==> src/lsd_defs.vh <==
`ifndef LSD_DEFS_VH
`define LSD_DEFS_VH

// Register byte offsets on the register bus.
`define LSD_ADR_CTRL0 4'h0
`define LSD_ADR_CTRL1 4'h4
`define LSD_ADR_STAT 4'h8

// Control register 0 fields.
`define LSD_C0_ON_LO 0
`define LSD_C0_REC_LO 9
`define LSD_C0_CMS_LO 18
`define LSD_C0_SVRD 20
`define LSD_C0_CLR 22
`define LSD_C0_EN 23
`define LSD_CTRL0_RST 24'h000000
`define LSD_CTRL1_RST 6'h00

// Status register fields.
`define LSD_S_FAULT 0
`define LSD_S_OC_LO 1
`define LSD_S_OL_LO 7
`define LSD_S_TW 13
`define LSD_S_TSD 14
`define LSD_S_OV 15
`define LSD_S_UV 16

// Timing, in the unit given, and the derived cycle counts.
`define LSD_CLK_KHZ 40000
`define LSD_FILT_TIME_US 32
`define LSD_FILT_CYC ((`LSD_FILT_TIME_US * `LSD_CLK_KHZ + 999) / 1000)
`define LSD_OL_TIME_US 1000
`define LSD_OL_CYC ((`LSD_OL_TIME_US * `LSD_CLK_KHZ + 999) / 1000)
`define LSD_REC_TIME_US 2000
`define LSD_REC_CYC ((`LSD_REC_TIME_US * `LSD_CLK_KHZ + 999) / 1000)
`define LSD_XC_TIME_NS 2000
`define LSD_XC_CYC ((`LSD_XC_TIME_NS * `LSD_CLK_KHZ + 999999) / 1000000)

`endif

==> src/lsd_filter.v <==
`timescale 1ns/1ps
// Qualifies a condition that has held for CYC consecutive cycles.
module lsd_filter #(
  parameter CYC = 1280,
  parameter W = 17
) (
  input wire clk,
  input wire rst,
  input wire clr,
  input wire cond,
  output reg qual
);
  localparam integer LIM_I = CYC - 1;
  localparam [W-1:0] LIM = LIM_I[W-1:0];
  reg [W-1:0] cnt_reg;

  always @(posedge clk or posedge rst) begin
    if (rst) begin
      cnt_reg <= {W{1'b0}};
      qual <= 1'b0;
    end else if (clr || !cond) begin
      cnt_reg <= {W{1'b0}};
      qual <= 1'b0;
    end else if (cnt_reg != LIM) begin
      cnt_reg <= cnt_reg + 1'b1;
    end else begin
      qual <= 1'b1;
    end
  end
endmodule

==> src/lsd_half_bridge.v <==
`timescale 1ns/1ps
// One half bridge: a switch may only turn on once the opposite one has
// been off for DT cycles; the outgoing switch then goes to fast turn-off.
module lsd_half_bridge #(
  parameter DT = 80,
  parameter W = 8
) (
  input wire clk,
  input wire rst,
  input wire want_hs,
  input wire want_ls,
  output reg hs_on,
  output reg ls_on,
  output reg hs_fast_off,
  output reg ls_fast_off
);
  localparam [W-1:0] LIM = DT[W-1:0];
  reg [W-1:0] hs_off_cnt_reg;
  reg [W-1:0] ls_off_cnt_reg;
  wire hs_done = (hs_off_cnt_reg == LIM);
  wire ls_done = (ls_off_cnt_reg == LIM);

  always @(posedge clk or posedge rst) begin
    if (rst) begin
      hs_off_cnt_reg <= LIM;
      ls_off_cnt_reg <= LIM;
      hs_on <= 1'b0;
      ls_on <= 1'b0;
      hs_fast_off <= 1'b0;
      ls_fast_off <= 1'b0;
    end else begin
      // The off counters lag the switch by one cycle, so a switch that was
      // on for a single cycle must still block the opposite one.
      hs_on <= want_hs && !want_ls && ls_done && !ls_on;
      ls_on <= want_ls && !want_hs && hs_done && !hs_on;
      hs_off_cnt_reg <= hs_on ? {W{1'b0}} : (hs_done ? LIM : hs_off_cnt_reg + 1'b1);
      ls_off_cnt_reg <= ls_on ? {W{1'b0}} : (ls_done ? LIM : ls_off_cnt_reg + 1'b1);
      hs_fast_off <= !hs_on && hs_done;
      ls_fast_off <= !ls_on && ls_done;
    end
  end
endmodule

==> src/lsd_supervisor.v <==
`timescale 1ns/1ps
`include "lsd_defs.vh"
// Overview of operation
// - Power-on reset initialises all logic before any output drives.
// - Logic supply low forces all outputs off and clears all flags.
// - Writing enable bit 23 as zero enters standby, clearing all latched data.
// - Writing enable bit 23 as one selects active mode.
// - Each fault except open-load must persist 32 us before its flag sets.
// - Open-load and warning flags never change driver state.
// - Over-current disables its own driver; thermal shutdown disables all.
// - Without recovery bit, driver stays off until host clears its flag.
// - Supply over- or under-voltage flag forces all six outputs off.
// - With bit 20 clear, outputs return 32 us after supply recovers.
// - With bit 20 set, host must clear supply flags to restart.
// - Charge pump runs in active mode and stops in standby.
// - Warning and shutdown flags set after 32 us; shutdown turns all off.
// - Temperature flags latch; a clear works only below the trigger.
// - Clearing shutdown flag restores outputs to programmed state.
// - Open-load checked only on active outputs, after 1 ms.
// - Current sense is blanked 32 us after the selected driver turns on.
// - Bits 18 and 19 choose the monitored output.
// - Modulation enable makes output the AND of input and on bit.
// - Outputs 1-4 and 6 use input A; output 5 uses the shared pin.
// - Half bridge switches are separated by the cross-current delay.
// - With recovery bit set, driver restarts after the recovery time.
// - Writing bit 22 as one clears all status flags.
module lsd_supervisor #(
  parameter OL_CYC = `LSD_OL_CYC,
  parameter REC_CYC = `LSD_REC_CYC,
  parameter CNT_W = 17
) (
  input wire clk,
  input wire rst,
  input wire wb_cyc_i,
  input wire wb_stb_i,
  input wire wb_we_i,
  input wire [3:0] wb_adr_i,
  input wire [3:0] wb_sel_i,
  input wire [31:0] wb_dat_i,
  output reg [31:0] wb_dat_o,
  output reg wb_ack_o,
  input wire vcc_ok,
  input wire [5:0] oc_raw,
  input wire [5:0] ol_raw,
  input wire tw_raw,
  input wire tsd_raw,
  input wire ov_raw,
  input wire uv_raw,
  input wire mod_input_a,
  input wire sense_or_mod_b_pin,
  output wire [2:0] half_bridge_hs_on,
  output wire [2:0] half_bridge_ls_on,
  output wire [2:0] half_bridge_hs_fast_off,
  output wire [2:0] half_bridge_ls_fast_off,
  output reg [2:0] high_side_on,
  output reg charge_pump_en,
  output reg [1:0] current_sense_sel,
  output reg current_sense_blank,
  output reg fault_any
);
  reg [23:0] ctrl0_reg;
  reg [5:0] ctrl1_reg;
  reg [16:1] stat_reg;
  reg [16:1] stat_next;
  reg [5:0] oc_q_d_reg;
  reg [CNT_W-1:0] rec_cnt_reg [0:5];
  reg [31:0] c0_wr;
  reg [31:0] c1_wr;
  reg [5:0] want;
  reg [5:0] want_ls;
  reg sel_on;
  integer i;
  integer j;
  integer k;

  wire [5:0] oc_q;
  wire [5:0] ol_q;
  wire tw_q;
  wire tsd_q;
  wire ov_q;
  wire uv_q;
  wire ok_q;
  wire cm_q;

  // Byte-lane merge for partial writes.
  function [31:0] lane_merge;
    input [31:0] old_v;
    input [31:0] new_v;
    input [3:0] sel;
    integer b;
    begin
      lane_merge = old_v;
      for (b = 0; b < 4; b = b + 1) begin
        if (sel[b]) begin
          lane_merge[8*b +: 8] = new_v[8*b +: 8];
        end
      end
    end
  endfunction

  // Modulation gating of one on bit.
  function gate_mod;
    input on_bit;
    input mod_en;
    input mod_in;
    begin
      gate_mod = on_bit & (~mod_en | mod_in);
    end
  endfunction

  wire req = wb_cyc_i && wb_stb_i && !wb_ack_o;
  wire wr = req && wb_we_i;
  wire wr_c0 = wr && (wb_adr_i == `LSD_ADR_CTRL0);
  wire wr_c1 = wr && (wb_adr_i == `LSD_ADR_CTRL1);
  wire wr_st = wr && (wb_adr_i == `LSD_ADR_STAT);
  wire active = ctrl0_reg[`LSD_C0_EN];
  wire run = active && vcc_ok;
  wire [5:0] oc_flag = stat_reg[`LSD_S_OC_LO +: 6];
  wire [5:0] rec_en = ctrl0_reg[`LSD_C0_REC_LO +: 6];
  wire supply_fault = stat_reg[`LSD_S_OV] | stat_reg[`LSD_S_UV];
  wire [5:0] oc_rise = oc_q & ~oc_q_d_reg;
  wire [5:0] drv_on;
  reg [5:0] oc_block;
  reg [5:0] drv_ok;

  always @* begin
    c0_wr = lane_merge({8'h00, ctrl0_reg}, wb_dat_i, wb_sel_i);
    c1_wr = lane_merge({26'h0000000, ctrl1_reg}, wb_dat_i, wb_sel_i);
  end

  // Bus slave: one wait-free answer the cycle after the request.
  always @(posedge clk or posedge rst) begin
    if (rst) begin
      wb_ack_o <= 1'b0;
      wb_dat_o <= 32'h00000000;
    end else begin
      wb_ack_o <= req;
      if (req) begin
        case (wb_adr_i)
          `LSD_ADR_CTRL0: wb_dat_o <= {8'h00, ctrl0_reg};
          `LSD_ADR_CTRL1: wb_dat_o <= {26'h0000000, ctrl1_reg};
          `LSD_ADR_STAT: wb_dat_o <= {15'h0000, stat_reg, |stat_reg};
          default: wb_dat_o <= 32'h00000000;
        endcase
      end
    end
  end

  // Control registers. The clear-all bit acts once and is not stored.
  always @(posedge clk or posedge rst) begin
    if (rst) begin
      ctrl0_reg <= `LSD_CTRL0_RST;
      ctrl1_reg <= `LSD_CTRL1_RST;
    end else if (wr_c0 && !c0_wr[`LSD_C0_EN]) begin
      ctrl0_reg <= `LSD_CTRL0_RST;
      ctrl1_reg <= `LSD_CTRL1_RST;
    end else if (wr_c0) begin
      ctrl0_reg <= c0_wr[23:0] & ~(24'h000001 << `LSD_C0_CLR);
    end else if (wr_c1 && active) begin
      ctrl1_reg <= c1_wr[5:0];
    end
  end

  // Fault filters. They are held clear while the logic is not running so
  // that nothing half-counted survives standby.
  genvar g;
  generate
    for (g = 0; g < 6; g = g + 1) begin : flt
      lsd_filter #(.CYC(`LSD_FILT_CYC), .W(CNT_W)) u_oc (
        .clk(clk), .rst(rst), .clr(!run), .cond(oc_raw[g]), .qual(oc_q[g]));
      lsd_filter #(.CYC(OL_CYC), .W(CNT_W)) u_ol (
        .clk(clk), .rst(rst), .clr(!run), .cond(ol_raw[g] && drv_on[g]), .qual(ol_q[g]));
    end
  endgenerate

  lsd_filter #(.CYC(`LSD_FILT_CYC), .W(CNT_W)) u_tw (
    .clk(clk), .rst(rst), .clr(!run), .cond(tw_raw), .qual(tw_q));
  lsd_filter #(.CYC(`LSD_FILT_CYC), .W(CNT_W)) u_tsd (
    .clk(clk), .rst(rst), .clr(!run), .cond(tsd_raw), .qual(tsd_q));
  lsd_filter #(.CYC(`LSD_FILT_CYC), .W(CNT_W)) u_ov (
    .clk(clk), .rst(rst), .clr(!run), .cond(ov_raw), .qual(ov_q));
  lsd_filter #(.CYC(`LSD_FILT_CYC), .W(CNT_W)) u_uv (
    .clk(clk), .rst(rst), .clr(!run), .cond(uv_raw), .qual(uv_q));
  lsd_filter #(.CYC(`LSD_FILT_CYC), .W(CNT_W)) u_ok (
    .clk(clk), .rst(rst), .clr(!run), .cond(!ov_raw && !uv_raw), .qual(ok_q));

  // Status flags: host and supply-recovery clears are applied first so that a set
  // in the same cycle wins; supply low and standby clear everything last.
  always @* begin
    stat_next = stat_reg;
    if (wr_st) begin
      if (wb_sel_i[0]) begin
        stat_next[7:1] = stat_reg[7:1] & ~wb_dat_i[7:1];
      end
      if (wb_sel_i[1]) begin
        stat_next[12:8] = stat_reg[12:8] & ~wb_dat_i[12:8];
        if (wb_dat_i[`LSD_S_TW] && !tw_raw) begin
          stat_next[`LSD_S_TW] = 1'b0;
        end
        if (wb_dat_i[`LSD_S_TSD] && !tsd_raw) begin
          stat_next[`LSD_S_TSD] = 1'b0;
        end
        stat_next[`LSD_S_OV] = stat_reg[`LSD_S_OV] & ~wb_dat_i[`LSD_S_OV];
      end
      if (wb_sel_i[2]) begin
        stat_next[`LSD_S_UV] = stat_reg[`LSD_S_UV] & ~wb_dat_i[`LSD_S_UV];
      end
    end
    if (!ctrl0_reg[`LSD_C0_SVRD] && ok_q) begin
      stat_next[`LSD_S_OV] = 1'b0;
      stat_next[`LSD_S_UV] = 1'b0;
    end
    if (wr_c0 && c0_wr[`LSD_C0_CLR]) begin
      stat_next = 16'h0000;
    end
    stat_next[`LSD_S_OC_LO +: 6] = stat_next[`LSD_S_OC_LO +: 6] | oc_q;
    stat_next[`LSD_S_OL_LO +: 6] = stat_next[`LSD_S_OL_LO +: 6] | ol_q;
    stat_next[`LSD_S_TW] = stat_next[`LSD_S_TW] | tw_q;
    stat_next[`LSD_S_TSD] = stat_next[`LSD_S_TSD] | tsd_q;
    stat_next[`LSD_S_OV] = stat_next[`LSD_S_OV] | ov_q;
    stat_next[`LSD_S_UV] = stat_next[`LSD_S_UV] | uv_q;
    if (!vcc_ok || (wr_c0 && !c0_wr[`LSD_C0_EN]) || !active) begin
      stat_next = 16'h0000;
    end
  end

  always @(posedge clk or posedge rst) begin
    if (rst) begin
      stat_reg <= 16'h0000;
      fault_any <= 1'b0;
      oc_q_d_reg <= 6'h00;
    end else begin
      stat_reg <= stat_next;
      fault_any <= |stat_next;
      oc_q_d_reg <= oc_q;
    end
  end

  // Over-current recovery timers. Each new over-current restarts the
  // timer, which gives the chopped soft start on high inrush loads.
  always @(posedge clk or posedge rst) begin
    if (rst) begin
      for (i = 0; i < 6; i = i + 1) begin
        rec_cnt_reg[i] <= {CNT_W{1'b0}};
      end
    end else begin
      for (i = 0; i < 6; i = i + 1) begin
        if (!run) begin
          rec_cnt_reg[i] <= {CNT_W{1'b0}};
        end else if (oc_rise[i]) begin
          rec_cnt_reg[i] <= REC_CYC[CNT_W-1:0];
        end else if (rec_cnt_reg[i] != {CNT_W{1'b0}}) begin
          rec_cnt_reg[i] <= rec_cnt_reg[i] - 1'b1;
        end
      end
    end
  end

  // Open-load and warning flags take no part in drv_ok.
  always @* begin
    for (j = 0; j < 6; j = j + 1) begin
      if (rec_en[j]) begin
        oc_block[j] = (rec_cnt_reg[j] != {CNT_W{1'b0}}) | oc_rise[j];
      end else begin
        oc_block[j] = oc_flag[j] | oc_q[j];
      end
      drv_ok[j] = run & ~supply_fault & ~stat_reg[`LSD_S_TSD] & ~oc_block[j];
    end
  end

  always @* begin
    for (k = 0; k < 3; k = k + 1) begin
      want[k] = gate_mod(ctrl0_reg[2*k], ctrl1_reg[k], mod_input_a) & drv_ok[k];
      want_ls[k] = gate_mod(ctrl0_reg[2*k+1], ctrl1_reg[k], mod_input_a) & drv_ok[k];
      want_ls[k+3] = 1'b0;
    end
    want[3] = gate_mod(ctrl0_reg[6], ctrl1_reg[3], mod_input_a) & drv_ok[3];
    want[4] = gate_mod(ctrl0_reg[7], ctrl1_reg[4], sense_or_mod_b_pin) & drv_ok[4];
    want[5] = gate_mod(ctrl0_reg[8], ctrl1_reg[5], mod_input_a) & drv_ok[5];
  end

  generate
    for (g = 0; g < 3; g = g + 1) begin : hb
      lsd_half_bridge #(.DT(`LSD_XC_CYC), .W(8)) u_hb (
        .clk(clk),
        .rst(rst),
        .want_hs(want[g]),
        .want_ls(want_ls[g]),
        .hs_on(half_bridge_hs_on[g]),
        .ls_on(half_bridge_ls_on[g]),
        .hs_fast_off(half_bridge_hs_fast_off[g]),
        .ls_fast_off(half_bridge_ls_fast_off[g])
      );
    end
  endgenerate

  assign drv_on = {high_side_on, half_bridge_hs_on | half_bridge_ls_on};

  always @(posedge clk or posedge rst) begin
    if (rst) begin
      high_side_on <= 3'h0;
      charge_pump_en <= 1'b0;
    end else begin
      high_side_on <= want[5:3];
      charge_pump_en <= run;
    end
  end

  // Current sense routing and blanking. Changing the selection restarts
  // the blanking so a stale settle time is never trusted.
  always @* begin
    case (ctrl0_reg[`LSD_C0_CMS_LO +: 2])
      2'h0: sel_on = half_bridge_hs_on[0];
      2'h1: sel_on = high_side_on[0];
      2'h2: sel_on = high_side_on[1];
      2'h3: sel_on = high_side_on[2];
      default: sel_on = 1'b0;
    endcase
  end

  lsd_filter #(.CYC(`LSD_FILT_CYC), .W(CNT_W)) u_cm (
    .clk(clk), .rst(rst),
    .clr(!run || (ctrl0_reg[`LSD_C0_CMS_LO +: 2] != current_sense_sel)),
    .cond(sel_on), .qual(cm_q));

  always @(posedge clk or posedge rst) begin
    if (rst) begin
      current_sense_sel <= 2'h0;
      current_sense_blank <= 1'b1;
    end else begin
      current_sense_sel <= ctrl0_reg[`LSD_C0_CMS_LO +: 2];
      current_sense_blank <= !cm_q;
    end
  end
endmodule

==> config.mk <==
export PLATFORM = sky130hd
export DESIGN_NAME = lsd_supervisor
export DESIGN_NICKNAME = d
export VERILOG_FILES = /design/src/lsd_filter.v /design/src/lsd_half_bridge.v /design/src/lsd_supervisor.v
export VERILOG_INCLUDE_DIRS = /design/src
export SDC_FILE = /design/constraint.sdc
export NUM_CORES = 1
export LEC_CHECK = 0
export BUFFER_PORTS_ARGS = -buffer_cell sky130_fd_sc_hd__buf_4
export CAP_MARGIN = 25
export CORE_AREA = 2 2 192 269
export CTS_CLUSTER_DIAMETER = 40
export DETAILED_ROUTE_END_ITERATION = 8
export DIE_AREA = 0 0 194 271
export PLACE_DENSITY = 0.87
export SYNTH_ARGS = -nofsm -noshare
export SYNTH_HDL_FRONTEND = slang
export SYNTH_SLANG_ARGS = --single-unit
==> constraint.sdc <==
create_clock -name clk -period 20.7 [get_ports clk]
set_input_delay 6.21 -clock clk [delete_from_list [all_inputs] [get_ports clk]]
set_output_delay 6.21 -clock clk [all_outputs]
set_load 0.005 [all_outputs]
==> parameters.txt <==
Parameter                              Value

Status
  Run status    finished, final reports clean

Global routing
  Wire length of the first global-routing pass    102 mm
  Pin count of the biggest net entering global routing    about 180
  Via count of the first global-routing pass    between 20000 and 25000
  Antenna violations before repair    9
  Grt total ovfl    0
  Total routing resource utilization after global routing    0.234

Placed design
  Count of input and output buffers    98
  Detailed Place HPWL    between 40 and 50 mm
  Instance area after placement    28600 um^2
  Weighted congestion reported at the end of routability-driven placement    between 0.8 and 0.9
  Number of cells after detailed placement    approximately 3500
  Worst slack at placement    between 10 and 15 ns

Clock network
  TritonCTS Buffers    67
  Maximum clock insertion buffer count    3
  Clock network latency to the later pin of the worst-skew pair    about 0.63 ns
  Post-cts gate resize count    0
  Hold_buf cts    0
  CTS Root Buffer Type    sky130_fd_sc_hd__clkbuf_16
  Clock transition at path regs    ~0.060 ns
  Maximum level of the CTS H-tree    3
  CTS tree    built
  Count of clock tree sinks    between 500 and 600
  Number of setup buffers added after CTS    0

Timing
  Sum of negative setup slack    0 ns
  Transition at the pin with the smallest max-transition slack    0.998 ns
  Min setup slack post-route    about 12 ns
  Slew HR    0.332
  Final clock skew    0.0359 ns
  Hold violation count in the final report    0
  Final period util    0.421
  Setup repair after global routing missed its margin    no
  # setup viols final    0
  Achievable clock frequency    roughly 110 MHz
  Post-layout minimum cycle time    ~8.7 ns
  Pins Over Slew Limit    0
  Worst hold slack    0.381 ns

Route
  Via count normalized by instance count    slightly below 6
  Routed length per instance    17.3 um
  DRT antenna net count    0
  DRC violation total after the first TritonRoute iteration    1774
  # DRC    0
  Via count    21100
  First-pass iteration count of the detailed router    5
  Final Routed Wirelength    roughly 62 mm

Floorplan
  Total die area    roughly 53000 um^2
  Std-Cell Core Area    between 50000 and 60000 um^2
  Floorplan die height    around 270 um
  Starting Density    0.547
  Num ports    between 100 and 150
  Num rows    just under 100
  Floorplan die width    194 um

Yosys
  Count of warnings emitted by yosys    0
  Share of synthesized area occupied by flip-flops and latches    0.521
  Fraction of the mapped netlist area in compound gates    0.0619
  Post-synthesis instance area    27400 um^2
  Largest cells by area after synthesis    sky130_fd_sc_hd__dfrtp_1, sky130_fd_sc_hd__nor2_1, sky130_fd_sc_hd__xor2_1, sky130_fd_sc_hd__xnor2_1, sky130_fd_sc_hd__nand3_1
  Multiplexer fraction of the synthesized cell area    0.0129
  Post-Synthesis Cells    around 2800
  Area share of the largest cell type after synthesis    0.508
  Most used flip-flop cell after synthesis    sky130_fd_sc_hd__dfrtp_1
  Post-synthesis share of cell area spent on and, or, nand and nor gates    0.249
  Proportion of synthesized flip-flops having asynchronous set or reset    1.00
  Number of synthesized flops with an enable pin    0
  Post-synthesis adder-cell area fraction    0.0192
  Post-synth cell types    76
  Most area-hungry cell type in the Yosys netlist    sky130_fd_sc_hd__dfrtp_1
  Avg Inst Size Synth    9.81 um^2
  Number of storage elements in the synthesis netlist    approximately 570
  Main combinational cell family by area after synthesis    simple AND/OR/NAND/NOR gates
  Xor and xnor fraction of the mapped netlist area    0.111

Power
  Maximum resistive drop on vdd    around 78 uV
  Power per unit of standard cell area    roughly 77 nW/um^2
  Reported leakage power    between 10 and 15 nW
  Total power after layout    ~2.4 mW

Worst setup path
  Startpoint types    input port
  Critical-path cell list    buf_4 -> and4b_1 -> nand3_1 -> a31o_1 -> a2111o_1 -> a2111oi_2 -> nand4_1
  Largest stage delay, worst path    0.84 ns
  Register-to-register path setup slack    17.21 ns
  Critical path required time    around 21 ns
  Max stage delay cell, worst path    sky130_fd_sc_hd__and4b_1
  WP data arrival    just over 9 ns
  CP Max Fanout    21
  Critical path startpoint    wb_cyc_i
  Kind of critical path    in -> reg
  Launch point of the worst reg-to-reg path    wb_ack_o
  Crit path capture type    register

Layout
  Post-route cell area    31000 um^2
  Synth-to-layout area growth    13.3%
  Commonest cells after routing, fill and taps aside    sky130_fd_sc_hd__dfrtp_1, sky130_fd_sc_hd__nor2_1, sky130_fd_sc_hd__xor2_1, sky130_fd_sc_hd__nand2_1, sky130_fd_sc_hd__nand3_1
  Core utilization of the finished layout    0.620
  Most frequent standard cell in the layout excluding fill and tap cells    sky130_fd_sc_hd__dfrtp_1
  Final non-filler cell total    between 3000 and 4000
  Area of combinational cells with multiple inputs    between 10000 and 15000 um^2
  Area used by sequential logic in the layout    14300 um^2
  Proportion of layout cells with a drive suffix above 1    0.0921
  Layout fillers    about 3800
  Number of nets at the end of the flow    2999

Flow run
  Max cap viols    0

Min path
  Min-delay src    u_cm.qual
  Path type of the worst min-delay path    reg -> reg
[layout make-up]
| type | instances | share of cell area |
|---|---|---|
| flip-flops and latches | 569 | 0.460 |
| multi-input cells | 2071 | 0.402 |
| clock buffers | 86 | 0.0600 |
| repair buffers | 115 | 0.0302 |
| well taps | 643 | 0.0259 |
| clock inverters | 34 | 0.0128 |
| inverters | 69 | 0.00847 |
| diodes | 5 | 0.000404 |
[cell families after synthesis]
| logic type | after synthesis |
|---|---|
| compound gates | 267 |
| mux | 35 |
| xor+xnor | 346 |
| simple gates | 1372 |
| buf+inv | 158 |
| other cells | 1 |
| fa+ha+maj | 42 |
| flops | 569 |
[worst paths after layout]
check,endpoint,cells past startpoint
min in group asynchronous,hb[2].u_hb.ls_off_cnt_reg[7],2
min,current_sense_blank,1
max,fault_any,7
min reg2reg,current_sense_blank,1
max in group asynchronous,rec_cnt_reg[2],7
max reg2reg,fault_any,6
[routing by layer]
layer | share of wire | vias up | track usage
met2 | 0.50 | 575 | 0.399
li1 | - | 9884 | -
met1 | 0.40 | 10500 | 0.283
met4 | 0.048 | 10 | 0.127
met5 | 0.0010 | - | 0
met3 | 0.052 | 176 | 0.0411
[synthesized netlist by cell type (6+ instances only)]
cell                       number
sky130_fd_sc_hd__and4_1        16
sky130_fd_sc_hd__nand4b_1      14
sky130_fd_sc_hd__nand3_1      164
sky130_fd_sc_hd__or2_2          7
sky130_fd_sc_hd__or3_1         41
sky130_fd_sc_hd__nor3_1       103
sky130_fd_sc_hd__nor3b_1       16
sky130_fd_sc_hd__nor4_1        53
sky130_fd_sc_hd__dfrtp_1      556
sky130_fd_sc_hd__and2_1        15
sky130_fd_sc_hd__nand4_1       72
sky130_fd_sc_hd__mux2i_1       33
sky130_fd_sc_hd__or4_1         15
sky130_fd_sc_hd__and4b_1       12
sky130_fd_sc_hd__xnor2_1      133
sky130_fd_sc_hd__xor2_1       213
sky130_fd_sc_hd__a22o_1        25
sky130_fd_sc_hd__clkbuf_1      56
sky130_fd_sc_hd__buf_4         22
sky130_fd_sc_hd__a22oi_1       11
sky130_fd_sc_hd__nor2_1       513
sky130_fd_sc_hd__nand3b_1       6
sky130_fd_sc_hd__buf_2          7
sky130_fd_sc_hd__nor2b_1       13
sky130_fd_sc_hd__dfstp_2       13
sky130_fd_sc_hd__nand2b_1      19
sky130_fd_sc_hd__a21oi_1       96
sky130_fd_sc_hd__nor4b_1       12
sky130_fd_sc_hd__a211oi_1      13
sky130_fd_sc_hd__inv_1         68
sky130_fd_sc_hd__nor4bb_1       8
sky130_fd_sc_hd__nand2_1      188
sky130_fd_sc_hd__ha_1          42
sky130_fd_sc_hd__a31oi_1       19
sky130_fd_sc_hd__o211ai_1       7
sky130_fd_sc_hd__o21ai_0       59
sky130_fd_sc_hd__and3_1        64
[worst max-delay path: cells and delay by family]
kind / cells / cell delay [ns]
AO/OA/AOI/OAI: 3 / 1.18
buffers and inverters: 1 / 0.08
AND/OR/NAND/NOR: 3 / 1.69
[report_power, final]
part / switching, mW / internal (mW)
Clock: 0.510 / 0.680
Combinational: 0.0538 / 0.0184
Sequential: 0.00799 / 1.12
Total: 0.572 / 1.82
(Power assumes the default switching activity.)
